`src/iefb_pkg.sv`:
```
/*
 Constants for the interrupt enable and flag bank: register offsets, bit positions,
 edge-select codes, reset values and vector indices.
 Assumes a 32-bit AXI4-Lite slave with each 8-bit register in the low byte of a word.
*/
package iefb_pkg;

   localparam logic [7:0] IEFB_OFS_EDGE45 = 8'h00;
   localparam logic [7:0] IEFB_OFS_CTRL0  = 8'h04;
   localparam logic [7:0] IEFB_OFS_CTRL1  = 8'h08;
   localparam logic [7:0] IEFB_OFS_CTRL2  = 8'h0C;
   localparam logic [7:0] IEFB_OFS_CTRL3  = 8'h10;
   localparam logic [7:0] IEFB_OFS_GRP0   = 8'h14;
   localparam logic [7:0] IEFB_OFS_GRP1   = 8'h18;
   localparam logic [7:0] IEFB_OFS_GRP2   = 8'h1C;
   localparam logic [7:0] IEFB_OFS_GRP3   = 8'h20;
   localparam logic [7:0] IEFB_OFS_VECTOR = 8'h24;

   // Implemented-bit masks per register.
   localparam logic [7:0] IEFB_MASK_EDGE45 = 8'h0F;
   localparam logic [7:0] IEFB_MASK_CTRL0  = 8'h7F;
   localparam logic [7:0] IEFB_MASK_FULL   = 8'hFF;
   localparam logic [7:0] IEFB_MASK_CTRL3  = 8'h77;
   localparam logic [7:0] IEFB_MASK_GRP2   = 8'h77;
   localparam logic [7:0] IEFB_MASK_GRP3   = 8'h33;
   localparam logic [7:0] IEFB_RESET_VAL   = 8'h00;

   localparam int IEFB_BIT_GIE      = 0;
   localparam int IEFB_BIT_PIN0_EN  = 1;
   localparam int IEFB_BIT_PIN1_EN  = 2;
   localparam int IEFB_BIT_ADC_EN   = 3;
   localparam int IEFB_BIT_PIN0_FL  = 4;
   localparam int IEFB_BIT_PIN1_FL  = 5;
   localparam int IEFB_BIT_ADC_FL   = 6;
   localparam int IEFB_FLAG_LSB     = 4;
   localparam int IEFB_EDGE4_LSB    = 0;
   localparam int IEFB_EDGE5_LSB    = 2;

   localparam logic [1:0] IEFB_EDGE_OFF  = 2'h0;
   localparam logic [1:0] IEFB_EDGE_RISE = 2'h1;
   localparam logic [1:0] IEFB_EDGE_FALL = 2'h2;
   localparam logic [1:0] IEFB_EDGE_BOTH = 2'h3;

   // Vector numbers in descending priority order.
   localparam logic [3:0] IEFB_VEC_PIN0 = 4'h1;
   localparam logic [3:0] IEFB_VEC_PIN1 = 4'h2;
   localparam logic [3:0] IEFB_VEC_ADC  = 4'h3;
   localparam logic [3:0] IEFB_VEC_GRP0 = 4'h4;
   localparam logic [3:0] IEFB_VEC_GRP1 = 4'h5;
   localparam logic [3:0] IEFB_VEC_GRP2 = 4'h6;
   localparam logic [3:0] IEFB_VEC_GRP3 = 4'h7;
   localparam logic [3:0] IEFB_VEC_TB0  = 4'h8;
   localparam logic [3:0] IEFB_VEC_TB1  = 4'h9;
   localparam logic [3:0] IEFB_VEC_PIN4 = 4'hA;
   localparam logic [3:0] IEFB_VEC_PIN5 = 4'hB;
   localparam logic [3:0] IEFB_VEC_UR0  = 4'hC;
   localparam logic [3:0] IEFB_VEC_UR1  = 4'hD;
   localparam logic [3:0] IEFB_VEC_SER  = 4'hE;

   localparam logic [1:0] IEFB_RESP_OKAY   = 2'h0;
   localparam logic [1:0] IEFB_RESP_SLVERR = 2'h2;

endpackage : iefb_pkg

```
`src/iefb_bank.sv`:
```
/*
 Interrupt enable and flag bank with an AXI4-Lite register slave, edge detection for
 the four pins 2..5, group folding, fixed-priority selection and service clearing.
 Assumes peripheral event inputs are one-cycle pulses on core_clk, external pins are
 asynchronous, and the core pulses irq_ack for one cycle when it takes irq_req.
*/
// Implementation choices: the placing of the registers and the AXI4-Lite slave port.
`timescale 1ns/100ps
module iefb_bank
   import iefb_pkg::*;
(
   input  wire logic        core_clk,
   input  wire logic        nrst,
   input  wire logic [31:0] s_axi_awaddr,
   input  wire logic        s_axi_awvalid,
   output logic             s_axi_awready,
   input  wire logic [31:0] s_axi_wdata,
   input  wire logic [3:0]  s_axi_wstrb,
   input  wire logic        s_axi_wvalid,
   output logic             s_axi_wready,
   output logic [1:0]       s_axi_bresp,
   output logic             s_axi_bvalid,
   input  wire logic        s_axi_bready,
   input  wire logic [31:0] s_axi_araddr,
   input  wire logic        s_axi_arvalid,
   output logic             s_axi_arready,
   output logic [31:0]      s_axi_rdata,
   output logic [1:0]       s_axi_rresp,
   output logic             s_axi_rvalid,
   input  wire logic        s_axi_rready,
   input  wire logic [5:0]  ext_pin,
   input  wire logic        ext_pin0_event,
   input  wire logic        ext_pin1_event,
   input  wire logic        adc_done_event,
   input  wire logic [1:0]  timebase_event,
   input  wire logic        serial_if_event,
   input  wire logic [1:0]  uart_event,
   input  wire logic [3:0]  ptimer_event,
   input  wire logic [3:0]  lvd_eeprom_stimer_event,
   input  wire logic [2:0]  atimer_event,
   input  wire logic        irq_ack,
   output logic             irq_req,
   output logic [3:0]       irq_vector
);

   ////////////////////////////////////////////////////////////////////////////////
   // Register state.

   logic [7:0]  edge_select_pins_4_5_q;
   logic [7:0]  control_global_adc_pin01_q;
   logic [7:0]  control_group_flags_q;
   logic [7:0]  control_pins45_timebase_q;
   logic [7:0]  control_serial_uarts_q;
   logic [7:0]  group_periodic_timers_q;
   logic [7:0]  group_lvd_eeprom_stdtimer_q;
   logic [7:0]  group_audio_timer_q;
   logic [7:0]  group_pins_2_3_q;
   logic [5:2]  pin_s1_q;
   logic [5:2]  pin_s2_q;
   logic [5:2]  pin_prev_q;
   logic [3:0]  vec_q;
   logic        req_q;

   // Write channel capture; address and data can come in either order.
   logic        aw_held_q;
   logic        w_held_q;
   logic [7:0]  waddr_q;
   logic [7:0]  wdata_q;
   logic        wlane_q;
   logic        bvalid_q;
   logic [1:0]  bresp_q;
   logic        rvalid_q;
   logic [31:0] rdata_q;
   logic [1:0]  rresp_q;

   ////////////////////////////////////////////////////////////////////////////////
   // Functions.

   function automatic logic iefb_edge(input logic [1:0] sel, input logic prev,
                                      input logic cur);
      logic hit;
      hit = 1'b0;
      case (sel)
         IEFB_EDGE_RISE: hit = !prev && cur;
         IEFB_EDGE_FALL: hit = prev && !cur;
         IEFB_EDGE_BOTH: hit = prev != cur;
         default:        hit = 1'b0;
      endcase
      return hit;
   endfunction : iefb_edge

   // A register's pending-and-enabled set: flags in high nibble, enables in low.
   function automatic logic [3:0] iefb_live(input logic [7:0] r);
      return r[7:4] & r[3:0];
   endfunction : iefb_live

   ////////////////////////////////////////////////////////////////////////////////
   // Pin synchronisers and edge detection; pins 0 and 1 arrive as edge events.

   always_ff @(posedge core_clk) begin
      if (!nrst) begin
         pin_s1_q   <= '0;
         pin_s2_q   <= '0;
         pin_prev_q <= '0;
      end else begin
         pin_s1_q   <= ext_pin[5:2];
         pin_s2_q   <= pin_s1_q;
         pin_prev_q <= pin_s2_q;
      end
   end

   logic pin2_hit, pin3_hit, pin4_hit, pin5_hit;

   // Pins 2 and 3 have no edge select in this bank; both edges count.
   assign pin2_hit = iefb_edge(IEFB_EDGE_BOTH, pin_prev_q[2], pin_s2_q[2]);
   assign pin3_hit = iefb_edge(IEFB_EDGE_BOTH, pin_prev_q[3], pin_s2_q[3]);
   assign pin4_hit = iefb_edge(edge_select_pins_4_5_q[IEFB_EDGE4_LSB +: 2],
                               pin_prev_q[4], pin_s2_q[4]);
   assign pin5_hit = iefb_edge(edge_select_pins_4_5_q[IEFB_EDGE5_LSB +: 2],
                               pin_prev_q[5], pin_s2_q[5]);

   ////////////////////////////////////////////////////////////////////////////////
   // Priority selection.

   logic [3:0] grp_any;
   logic [3:0] sel_vec;
   logic       sel_any;
   logic       gie;

   assign gie = control_global_adc_pin01_q[IEFB_BIT_GIE];
   assign grp_any = {|iefb_live(group_pins_2_3_q), |iefb_live(group_audio_timer_q),
                     |iefb_live(group_lvd_eeprom_stdtimer_q),
                     |iefb_live(group_periodic_timers_q)};

   always_comb begin
      logic [3:0] g;
      logic [3:0] t;
      logic [3:0] u;
      logic [7:0] c0;
      c0 = control_global_adc_pin01_q;
      g = iefb_live(control_group_flags_q);
      t = iefb_live(control_pins45_timebase_q);
      u = iefb_live(control_serial_uarts_q);
      sel_vec = 4'h0;
      if (c0[IEFB_BIT_PIN0_FL] && c0[IEFB_BIT_PIN0_EN])      sel_vec = IEFB_VEC_PIN0;
      else if (c0[IEFB_BIT_PIN1_FL] && c0[IEFB_BIT_PIN1_EN]) sel_vec = IEFB_VEC_PIN1;
      else if (c0[IEFB_BIT_ADC_FL] && c0[IEFB_BIT_ADC_EN])   sel_vec = IEFB_VEC_ADC;
      else if (g[0]) sel_vec = IEFB_VEC_GRP0;
      else if (g[1]) sel_vec = IEFB_VEC_GRP1;
      else if (g[2]) sel_vec = IEFB_VEC_GRP2;
      else if (g[3]) sel_vec = IEFB_VEC_GRP3;
      else if (t[0]) sel_vec = IEFB_VEC_TB0;
      else if (t[1]) sel_vec = IEFB_VEC_TB1;
      else if (t[2]) sel_vec = IEFB_VEC_PIN4;
      else if (t[3]) sel_vec = IEFB_VEC_PIN5;
      else if (u[0]) sel_vec = IEFB_VEC_UR0;
      else if (u[1]) sel_vec = IEFB_VEC_UR1;
      else if (u[2]) sel_vec = IEFB_VEC_SER;
      else           sel_vec = 4'h0;
   end

   assign sel_any = (sel_vec != 4'h0);

   // Request is held until the core acknowledges; vector is frozen while requesting.
   always_ff @(posedge core_clk) begin
      if (!nrst) begin
         req_q <= 1'b0;
         vec_q <= 4'h0;
      end else if (req_q && irq_ack) begin
         req_q <= 1'b0;
      end else if (!req_q) begin
         req_q <= gie && sel_any;
         vec_q <= sel_vec;
      end
   end

   logic ack;
   assign ack = req_q && irq_ack;

   ////////////////////////////////////////////////////////////////////////////////
   // Bus decode.

   logic       aw_go;
   logic       w_go;
   logic       wr_fire;
   logic       ar_go;
   logic       awready_q;
   logic       wready_q;
   logic       arready_q;

   // A beat is taken only while its ready flop is shown high.
   assign aw_go   = s_axi_awvalid && awready_q;
   assign w_go    = s_axi_wvalid && wready_q;
   assign wr_fire = aw_held_q && w_held_q && !bvalid_q;
   assign ar_go   = s_axi_arvalid && arready_q;

   // Hardware sets win over a software write in the same cycle.
   function automatic logic [7:0] iefb_next(input logic [7:0] cur, input logic [7:0] ofs,
                                            input logic [7:0] mask, input logic [7:0] set,
                                            input logic [7:0] clr);
      logic [7:0] v;
      v = (wr_fire && wlane_q && waddr_q == ofs) ? wdata_q & mask : cur;
      return ((v & ~clr) | set) & mask;
   endfunction : iefb_next

   ////////////////////////////////////////////////////////////////////////////////
   // Register updates and service clears.

   logic [7:0] c0_clr;
   logic [7:0] g_clr;
   logic [7:0] t_clr;
   logic [7:0] u_clr;

   // Service clears are pulse-wide on ack and target the serviced flag and the global enable GIE.
   always_comb begin
      c0_clr = 8'h00;
      g_clr  = 8'h00;
      t_clr  = 8'h00;
      u_clr  = 8'h00;
      if (ack) begin
         c0_clr[IEFB_BIT_GIE] = 1'b1;
         case (vec_q)
            IEFB_VEC_PIN0: c0_clr[IEFB_BIT_PIN0_FL] = 1'b1;
            IEFB_VEC_PIN1: c0_clr[IEFB_BIT_PIN1_FL] = 1'b1;
            IEFB_VEC_ADC:  c0_clr[IEFB_BIT_ADC_FL]  = 1'b1;
            IEFB_VEC_GRP0: g_clr[IEFB_FLAG_LSB + 0] = 1'b1;
            IEFB_VEC_GRP1: g_clr[IEFB_FLAG_LSB + 1] = 1'b1;
            IEFB_VEC_GRP2: g_clr[IEFB_FLAG_LSB + 2] = 1'b1;
            IEFB_VEC_GRP3: g_clr[IEFB_FLAG_LSB + 3] = 1'b1;
            IEFB_VEC_TB0:  t_clr[IEFB_FLAG_LSB + 0] = 1'b1;
            IEFB_VEC_TB1:  t_clr[IEFB_FLAG_LSB + 1] = 1'b1;
            IEFB_VEC_PIN4: t_clr[IEFB_FLAG_LSB + 2] = 1'b1;
            IEFB_VEC_PIN5: t_clr[IEFB_FLAG_LSB + 3] = 1'b1;
            IEFB_VEC_UR0:  u_clr[IEFB_FLAG_LSB + 0] = 1'b1;
            IEFB_VEC_UR1:  u_clr[IEFB_FLAG_LSB + 1] = 1'b1;
            IEFB_VEC_SER:  u_clr[IEFB_FLAG_LSB + 2] = 1'b1;
            default:       c0_clr = c0_clr;
         endcase
      end
   end

   // Group flags are set only while an enabled source is pending; source flags
   // inside the groups are never cleared by service.
   always_ff @(posedge core_clk) begin
      if (!nrst) begin
         edge_select_pins_4_5_q      <= IEFB_RESET_VAL;
         control_global_adc_pin01_q  <= IEFB_RESET_VAL;
         control_group_flags_q       <= IEFB_RESET_VAL;
         control_pins45_timebase_q   <= IEFB_RESET_VAL;
         control_serial_uarts_q      <= IEFB_RESET_VAL;
         group_periodic_timers_q     <= IEFB_RESET_VAL;
         group_lvd_eeprom_stdtimer_q <= IEFB_RESET_VAL;
         group_audio_timer_q         <= IEFB_RESET_VAL;
         group_pins_2_3_q            <= IEFB_RESET_VAL;
      end else begin
         edge_select_pins_4_5_q <= iefb_next(edge_select_pins_4_5_q, IEFB_OFS_EDGE45,
            IEFB_MASK_EDGE45, 8'h00, 8'h00);
         control_global_adc_pin01_q <= iefb_next(control_global_adc_pin01_q, IEFB_OFS_CTRL0,
            IEFB_MASK_CTRL0, {1'b0, adc_done_event, ext_pin1_event, ext_pin0_event, 4'h0},
            c0_clr);
         control_group_flags_q <= iefb_next(control_group_flags_q, IEFB_OFS_CTRL1,
            IEFB_MASK_FULL, {grp_any & ~g_clr[7:4], 4'h0}, g_clr);
         control_pins45_timebase_q <= iefb_next(control_pins45_timebase_q, IEFB_OFS_CTRL2,
            IEFB_MASK_FULL, {pin5_hit, pin4_hit, timebase_event, 4'h0}, t_clr);
         control_serial_uarts_q <= iefb_next(control_serial_uarts_q, IEFB_OFS_CTRL3,
            IEFB_MASK_CTRL3, {1'b0, serial_if_event, uart_event, 4'h0}, u_clr);
         group_periodic_timers_q <= iefb_next(group_periodic_timers_q, IEFB_OFS_GRP0,
            IEFB_MASK_FULL, {ptimer_event, 4'h0}, 8'h00);
         group_lvd_eeprom_stdtimer_q <= iefb_next(group_lvd_eeprom_stdtimer_q, IEFB_OFS_GRP1,
            IEFB_MASK_FULL, {lvd_eeprom_stimer_event, 4'h0}, 8'h00);
         group_audio_timer_q <= iefb_next(group_audio_timer_q, IEFB_OFS_GRP2,
            IEFB_MASK_GRP2, {1'b0, atimer_event, 4'h0}, 8'h00);
         group_pins_2_3_q <= iefb_next(group_pins_2_3_q, IEFB_OFS_GRP3,
            IEFB_MASK_GRP3, {2'h0, pin3_hit, pin2_hit, 4'h0}, 8'h00);
      end
   end

   ////////////////////////////////////////////////////////////////////////////////
   // AXI4-Lite write path.

   always_ff @(posedge core_clk) begin
      if (!nrst) begin
         aw_held_q <= 1'b0;
         w_held_q  <= 1'b0;
         waddr_q   <= 8'h00;
         wdata_q   <= 8'h00;
         wlane_q   <= 1'b0;
         bvalid_q  <= 1'b0;
         bresp_q   <= IEFB_RESP_OKAY;
      end else begin
         if (aw_go) begin
            aw_held_q <= 1'b1;
            waddr_q   <= (s_axi_awaddr[31:8] == 24'h0) ? s_axi_awaddr[7:0] : 8'hFF;
         end
         if (w_go) begin
            w_held_q <= 1'b1;
            wdata_q  <= s_axi_wdata[7:0];
            wlane_q  <= s_axi_wstrb[0];
         end
         if (wr_fire) begin
            aw_held_q <= 1'b0;
            w_held_q  <= 1'b0;
            bvalid_q  <= 1'b1;
            bresp_q   <= (waddr_q <= IEFB_OFS_VECTOR && waddr_q[1:0] == 2'h0)
                         ? IEFB_RESP_OKAY : IEFB_RESP_SLVERR;
         end else if (bvalid_q && s_axi_bready) begin
            bvalid_q <= 1'b0;
         end
      end
   end

   ////////////////////////////////////////////////////////////////////////////////
   // AXI4-Lite read path.

   logic [7:0] rd_byte;
   logic       rd_ok;

   always_comb begin
      rd_ok   = 1'b1;
      rd_byte = 8'h00;
      case (s_axi_araddr)
         32'(IEFB_OFS_EDGE45): rd_byte = edge_select_pins_4_5_q;
         32'(IEFB_OFS_CTRL0):  rd_byte = control_global_adc_pin01_q;
         32'(IEFB_OFS_CTRL1):  rd_byte = control_group_flags_q;
         32'(IEFB_OFS_CTRL2):  rd_byte = control_pins45_timebase_q;
         32'(IEFB_OFS_CTRL3):  rd_byte = control_serial_uarts_q;
         32'(IEFB_OFS_GRP0):   rd_byte = group_periodic_timers_q;
         32'(IEFB_OFS_GRP1):   rd_byte = group_lvd_eeprom_stdtimer_q;
         32'(IEFB_OFS_GRP2):   rd_byte = group_audio_timer_q;
         32'(IEFB_OFS_GRP3):   rd_byte = group_pins_2_3_q;
         32'(IEFB_OFS_VECTOR): rd_byte = {req_q, 3'h0, vec_q};
         default:              rd_ok   = 1'b0;
      endcase
   end

   always_ff @(posedge core_clk) begin
      if (!nrst) begin
         rvalid_q <= 1'b0;
         rdata_q  <= 32'h0000_0000;
         rresp_q  <= IEFB_RESP_OKAY;
      end else if (ar_go) begin
         rvalid_q <= 1'b1;
         rdata_q  <= {24'h00_0000, rd_byte};
         rresp_q  <= rd_ok ? IEFB_RESP_OKAY : IEFB_RESP_SLVERR;
      end else if (rvalid_q && s_axi_rready) begin
         rvalid_q <= 1'b0;
      end
   end

   ////////////////////////////////////////////////////////////////////////////////
   // Ready drops the cycle after a beat is taken and stays low while it is pending.
   always_ff @(posedge core_clk) begin
      if (!nrst) begin
         awready_q <= 1'b0;
         wready_q  <= 1'b0;
         arready_q <= 1'b0;
      end else begin
         awready_q <= !aw_held_q && !aw_go && !bvalid_q && !wr_fire;
         wready_q  <= !w_held_q && !w_go && !bvalid_q && !wr_fire;
         arready_q <= !rvalid_q && !ar_go;
      end
   end

   assign s_axi_awready = awready_q;
   assign s_axi_wready  = wready_q;
   assign s_axi_arready = arready_q;
   assign s_axi_bvalid  = bvalid_q;
   assign s_axi_bresp   = bresp_q;
   assign s_axi_rvalid  = rvalid_q;
   assign s_axi_rdata   = rdata_q;
   assign s_axi_rresp   = rresp_q;
   assign irq_req       = req_q;
   assign irq_vector    = vec_q;

endmodule : iefb_bank

```
`config.mk`:
```
export PLATFORM = sky130hd
export DESIGN_NAME = iefb_bank
export DESIGN_NICKNAME = d
export VERILOG_FILES = /design/src/iefb_pkg.sv /design/src/iefb_bank.sv
export SDC_FILE = /design/constraint.sdc
export NUM_CORES = 1
export LEC_CHECK = 0
export BUFFER_PORTS_ARGS = -buffer_cell sky130_fd_sc_hd__buf_2
export CAP_MARGIN = 30
export CORE_MARGIN = 1
export CORE_UTILIZATION = 51
export DETAILED_ROUTE_END_ITERATION = 8
export GPL_TIMING_DRIVEN = 0
export PLACE_DENSITY = 0.8
export SLEW_MARGIN = 20
export SYNTH_ARGS = -nofsm -noshare
export SYNTH_HDL_FRONTEND = slang
export SYNTH_SLANG_ARGS = --single-unit
```
`constraint.sdc`:
```
create_clock -name core_clk -period 2.21 [get_ports core_clk]
set_input_delay 0.1105 -clock core_clk [delete_from_list [all_inputs] [get_ports core_clk]]
set_output_delay 0.1105 -clock core_clk [all_outputs]
set_load 0.02 [all_outputs]
```
==> Yosys cells after proc, flatten, opt, wreduce, memory -nomap -nowiden <==
Index checks and enable logic that the tools add are counted.
{ "word_totals": {"register_bits": 112, "wordCells": 210} }
{ "classes": {"n_lt_le_gt_ge": 1, "n_eq_ne": 41, "muxes": 52, "bitwise_logic": 28, "reduce_logical": 61} }
{ "ops": {"columns": ["op", "n"], "rows": [
  ["32-bit by 5-bit == test with 1-bit output (second input constant)", 4],
  ["8-bit case mux with 10 select lines", 1],
  ["32-bit by 4-bit == test with 1-bit output (second input constant)", 2],
  ["32-bit by 6-bit == test with 1-bit output (second input constant)", 2],
  ["4-bit 2-to-1 mux", 16],
  ["8-bit 2-to-1 mux", 5],
  ["1-bit logical AND", 34],
  ["32-bit by 3-bit == test with 1-bit output (second input constant)", 1],
  ["8-bit by 5-bit == test with 1-bit output (second input constant)", 4],
  ["32-bit zero test", 1],
  ["8-bit bitwise OR", 4],
  ["4-bit == test (second input constant)", 7],
  ["7-bit 2-to-1 mux", 4],
  ["24-bit zero test", 1],
  ["7-bit bitwise OR", 3],
  ["4-bit AND", 5],
  ["1-bit 2-to-1 mux", 20],
  ["8-bit AND", 2],
  ["4-bit by 3-bit == test with 1-bit output (second input constant)", 4],
  ["8-bit by 4-bit == test with 1-bit output (second input constant)", 2],
  ["8-bit NOT", 2],
  ["4-bit OR reduction", 4],
  ["7-bit AND", 2],
  ["7-bit NOT", 2],
  ["other kinds (25)", 51]
]} }

==> Logic depth before layout (Yosys ltp) <==
{ "logic_depth": {"word_depth": 18, "mapped_depth": 8, "ltp_nobuf": 6} }

==> Worst setup path after synthesis <==
Ideal clock, no wire load.
{ "synth_path": {"path_kind": "reg2reg", "startpoint": "reg bvalid_q, in the netlist s_axi_bvalid", "endpoint": "reg group_lvd_eeprom_stdtimer_q[4]", "arrival_time_ns": 1.788, "required_ns": 2.095, "slack_ns": 0.307, "stages_incl_launch_ff": 7, "synth_period_minus_slack_ns": 1.903, "cell_sequence": "dfxtp_1 -> and3b_1 -> buf_2 -> nand2_1 -> nor3_4 -> mux2_2 -> o21a_1"} }
{ "synth_via": {"elab_chain_cells": 6} }
{ "synth_lines": {"columns": ["item", "line", "source"], "rows": [
  ["start: declaration", "iefb_bank.sv:70", "logic bvalid_q;"],
  ["start signal: assignment", "iefb_bank.sv:288", "bvalid_q <= 1'b0;"],
  ["start signal: assignment", "iefb_bank.sv:303", "bvalid_q <= 1'b1;"],
  ["start signal: assignment", "iefb_bank.sv:307", "bvalid_q <= 1'b0;"],
  ["1-bit zero test", "iefb_bank.sv:194", "assign wr_fire = aw_held_q && w_held_q && !bvalid_q;"],
  ["1-bit logical AND", "iefb_bank.sv:194", null],
  ["1-bit logical AND (2 in series)", "iefb_bank.sv:202", "v = (wr_fire && wlane_q && waddr_q == ofs) ? wdata_q & mask : cur;"],
  ["8-bit 2-to-1 mux", "iefb_bank.sv:202", null],
  ["8-bit bitwise OR", "iefb_bank.sv:203", "return ((v & ~clr) | set) & mask;"],
  ["end signal: assignment", "iefb_bank.sv:269", "group_lvd_eeprom_stdtimer_q <= iefb_next(group_lvd_eeprom_stdtimer_q, IEFB_OFS_GRP1,"],
  ["end: declaration", "iefb_bank.sv:55", "logic [7:0] group_lvd_eeprom_stdtimer_q;"]
]} }
Every way passes these cells.
A chain may end at the register's enable or synchronous reset.

==> Worst setup path after layout <==
{ "layout_path": {"startpoint": "reg waddr_q[0]", "endpoint": "reg group_audio_timer_q[4]"} }
{ "layout_via": {"elab_chain_cells": 4} }
{ "layout_lines": {"columns": ["item", "line", "source"], "rows": [
  ["start: declaration", "iefb_bank.sv:67", "logic [7:0] waddr_q;"],
  ["start signal: assignment", "iefb_bank.sv:293", "waddr_q <= (s_axi_awaddr[31:8] == 24'h0) ? s_axi_awaddr[7:0] : 8'hFF;"],
  ["8-bit by 5-bit == test with 1-bit output", "iefb_bank.sv:202", null],
  ["1-bit logical AND", "iefb_bank.sv:202", null],
  ["7-bit 2-to-1 mux", "iefb_bank.sv:202", null],
  ["7-bit bitwise OR", "iefb_bank.sv:203", null],
  ["end signal: assignment", "iefb_bank.sv:271", "group_audio_timer_q <= iefb_next(group_audio_timer_q, IEFB_OFS_GRP2,"],
  ["end: declaration", "iefb_bank.sv:56", "logic [7:0] group_audio_timer_q;"]
]} }
Every way passes these cells.

==> run_results.csv <==
group,metric,value,unit
outcome,status,"finished clean",
critical_path,path_max_fanout,6,
critical_path,crit_chain,"nor3b_2, nand3_1, nor2_2, mux2_2, o21a_1",
detailed_routing,wl_per_cell,18.55,µm
finish,syn_to_final_growth,27.04,%
sta,maxSlewViolCount,0,
sta,maxSlewHeadroom,0.5347,
logic_synthesis,synth_ff_type,"dfxtp_1",
detailed_routing,totalWireLength,17640,µm
detailed_routing,drc_errors,0,
logic_synthesis,synthArstFlopShare,0,
floorplan,die-area,0.01133,mm²
finish,final_common_cell,"buf_2",
hold_path,hp-class,"primary input to register",
sta,rsz0062_at_grt,"true",
cts,htreeDepth,3,
logic_synthesis,synthTopCellsByArea,"dfxtp_1, mux2i_1, nand2_1",
global_routing,grt_overflow,0,
critical_path,cp_slowest_cell,"nor3b_2",
place,portBuffers,120,
critical_path,cp-start-kind,"register",
finish,drive_gt1_frac,0.2491,
job,maxCapViolCount,0,
critical_path,cp.required,2.48,ns
sta,tightest_slew,0.6979,ns
floorplan,die_w,106.4,µm
sta,hold_violations,0,
global_routing,grt_max_degree,21,
pwr,powerDensity,552.6,mW/mm²
cts,clock_sinks,110,
place,dp_hpwl,13300,µm
global_routing,grt_pass1_wl,27120,µm
floorplan,start_util,0.5316,
detailed_routing,vias,5453,
place,place_congestion,0.9603,
detailed_routing,drtIter0Drc,403,
logic_synthesis,syn-instance-count,613,
floorplan,io_pins,179,
global_routing,grtUsageTotal,0.3151,
critical_path,crit_path_max_incr_delay,0.46,ns
cts,root_buffer,"clkbuf_8",
sta,fmax,0.4668,GHz
logic_synthesis,yosys_warnings,0,
detailed_routing,firstDrtPassIters,5,
floorplan,rows,37,
cts,cts_tree,"yes",
critical_path,path_class,"register to register",
sta,min_period,2.142,ns
finish,fin_nets,947,
sta,finalSetupViolCount,0,
floorplan,coreArea,0.01046,mm²
finish,antenna_cells,0,
finish,multi_input_comb_area,0.003083,mm²
finish,seq_area,0.002202,mm²
logic_synthesis,synth_area,0.005562,mm²
finish,final_cell_mix,"buf_2, dfxtp_1, nand2_1, mux2i_1",
logic_synthesis,yosysTopAreaCellShare,0.3960,
sta,fin_crit_sh,0.9693,
sta,skew,0.01121,ns
sta,fin_ws,0.06789,ns
pwr,peakVddDrop,422.6,µV
critical_path,cp_data_arrival_time,2.41,ns
floorplan,die_y,106.4,µm
pwr,p_total,0.003905,W
logic_synthesis,synth.distinct_cells,60,
finish,fillers,873,
cts,cts_max_path_buffers,2,
cts,clkSlewWorstSetupHoldPaths,0.11,ns
critical_path,end_kind,"register",
logic_synthesis,avgSynthCellArea,9.073,µm²
logic_synthesis,synth_edf_count,0,
detailed_routing,drtAntennaViolNets,0,
critical_path,critPathTopFamily,"simple AND/OR/NAND/NOR gates",
logic_synthesis,yosys.area.top_type,"dfxtp_1",
pwr,p_leak,3.014,nW
global_routing,antenna_found_initial,0,
place,place_worst_setup_slack,-0.08829,ns
sta,setup_tns,0,ns
cts,cts_made_buffers,9,
cts,clk_latency,0.38,ns
logic_synthesis,ys_seq_area_frac,0.3960,
critical_path,critical_path_buf_inv_count,0,
detailed_routing,viasPerCell,5.734,
global_routing,grt_pass1_vias,5243,
logic_synthesis,synth_seq_cells,110,
power breakdown:
part           internal, W  total, W  switching, W
clock             0.000471   0.00121      0.000742
combinational     0.000271  0.000570      0.000299
sequential         0.00205   0.00212     0.0000732
stage by stage:
stage / hold WS (ns) / utilization / area, µm² / cells
floorplan: 0.2343 / - / 5655 / 638
global placement: 0.3165 / 0.6142 / 6426 / 894
detailed placement: 0.3197 / 0.6142 / 6426 / 894
CTS: 0.002926 / 0.6718 / 7029 / 949
global route: 0.01079 / 0.6753 / 7066 / 951
finish: 0.004803 / 0.6753 / 7066 / 951
per-layer routing:
| layer | up-vias | part of all wire | track usage |
|---|---|---|---|
| li1 | 2557 | - | - |
| met1 | 2511 | 0.40 | 0.3693 |
| met2 | 329 | 0.47 | 0.5422 |
| met3 | 56 | 0.087 | 0.07174 |
| met4 | 0 | 0.044 | 0.1507 |
| met5 | - | 0 | 0 |
layout make-up:
cell class / count / area share
Sequential cell: 110 / 0.3117
Timing Repair Buffer: 161 / 0.1452
Inverter: 11 / 0.005844
Clock buffer: 10 / 0.01948
Tap cell: 136 / 0.02408
Multi-Input combinational cell: 455 / 0.4363
Clock inverter: 6 / 0.009563
Buffer: 62 / 0.04781
state kept, by name (all words and copies together), names as in the netlist, 4 cells and up:
| register | count |
|---|---|
| group_pins_2_3_q | 4 |
| control_serial_uarts_q | 6 |
| wdata_q | 8 |
| waddr_q | 8 |
| group_periodic_timers_q | 8 |
| pin_s1_q | 4 |
| irq_vector | 4 |
| group_audio_timer_q | 6 |
| edge_select_pins_4_5_q | 4 |
| control_pins45_timebase_q | 8 |
| control_global_adc_pin01_q | 7 |
| pin_s2_q | 4 |
| s_axi_rdata | 8 |
| control_group_flags_q | 8 |
| pin_prev_q | 4 |
| group_lvd_eeprom_stdtimer_q | 8 |
cells in the mapped netlist (3+ instances only):
cell and n:
dfxtp_1 110, nand2_1 68, mux2i_1 54, nor2b_1 37, clkbuf_1 30, buf_4 26
nor2_1 24, o21ai_0 23, a21oi_1 19, o21a_1 18, and2_1 17, nand3_1 16
a21boi_0 15, nor4_1 14, a22oi_1 11, inv_1 11, a31oi_1 9, mux2_2 9
o221a_2 8, a22o_1 6, nand2b_1 6, nor3_1 6, o311a_1 6, nand4_1 5
buf_2 4, ha_1 4, a32o_1 3, and4_1 3, nor3b_1 3
timing repair:
| item | 4_1_cts | 5_1_grt |
|---|---|---|
| setup buffers | 2 | 2 |
| endpoints found under the hold margin | 37 | 0 |
| endpoints found under the setup margin | 4 | 10 |
| hold buffers | 37 | 0 |
| gates resized for setup | 0 | 1 |
| pin swaps | 1 | 1 |
final timing paths:
check	start	endpoint	slack [ns]	depth (start not counted)
worst min register to register	pin_s1_q[5]	pin_s2_q[5]	0.45	1
worst min-delay path	s_axi_bready	s_axi_bvalid	0.005	3
worst max register to register	waddr_q[0]	group_audio_timer_q[4]	0.07	5
worst max-delay path	waddr_q[0]	group_audio_timer_q[4]	0.07	5
cells by family after synthesis:
group           count (synthesis)  share of synthesized area
compound gates                138                     0.1789
xor+xnor                        2                   0.003150
fa+ha+maj                       4                   0.008999
buf+inv                        73                    0.06817
flops                         110                     0.3960
mux                            65                     0.1235
other cells                     1                  0.0006743
simple gates                  220                     0.2207
worst reg2reg max path, stage by stage (launching register included):
cell,delay (ns)
dfxtp_1,0.35
nor3b_2,0.46
nand3_1,0.23
nor2_2,0.43
mux2_2,0.38
o21a_1,0.17
Note: power is estimated with default switching activity, not from simulation.
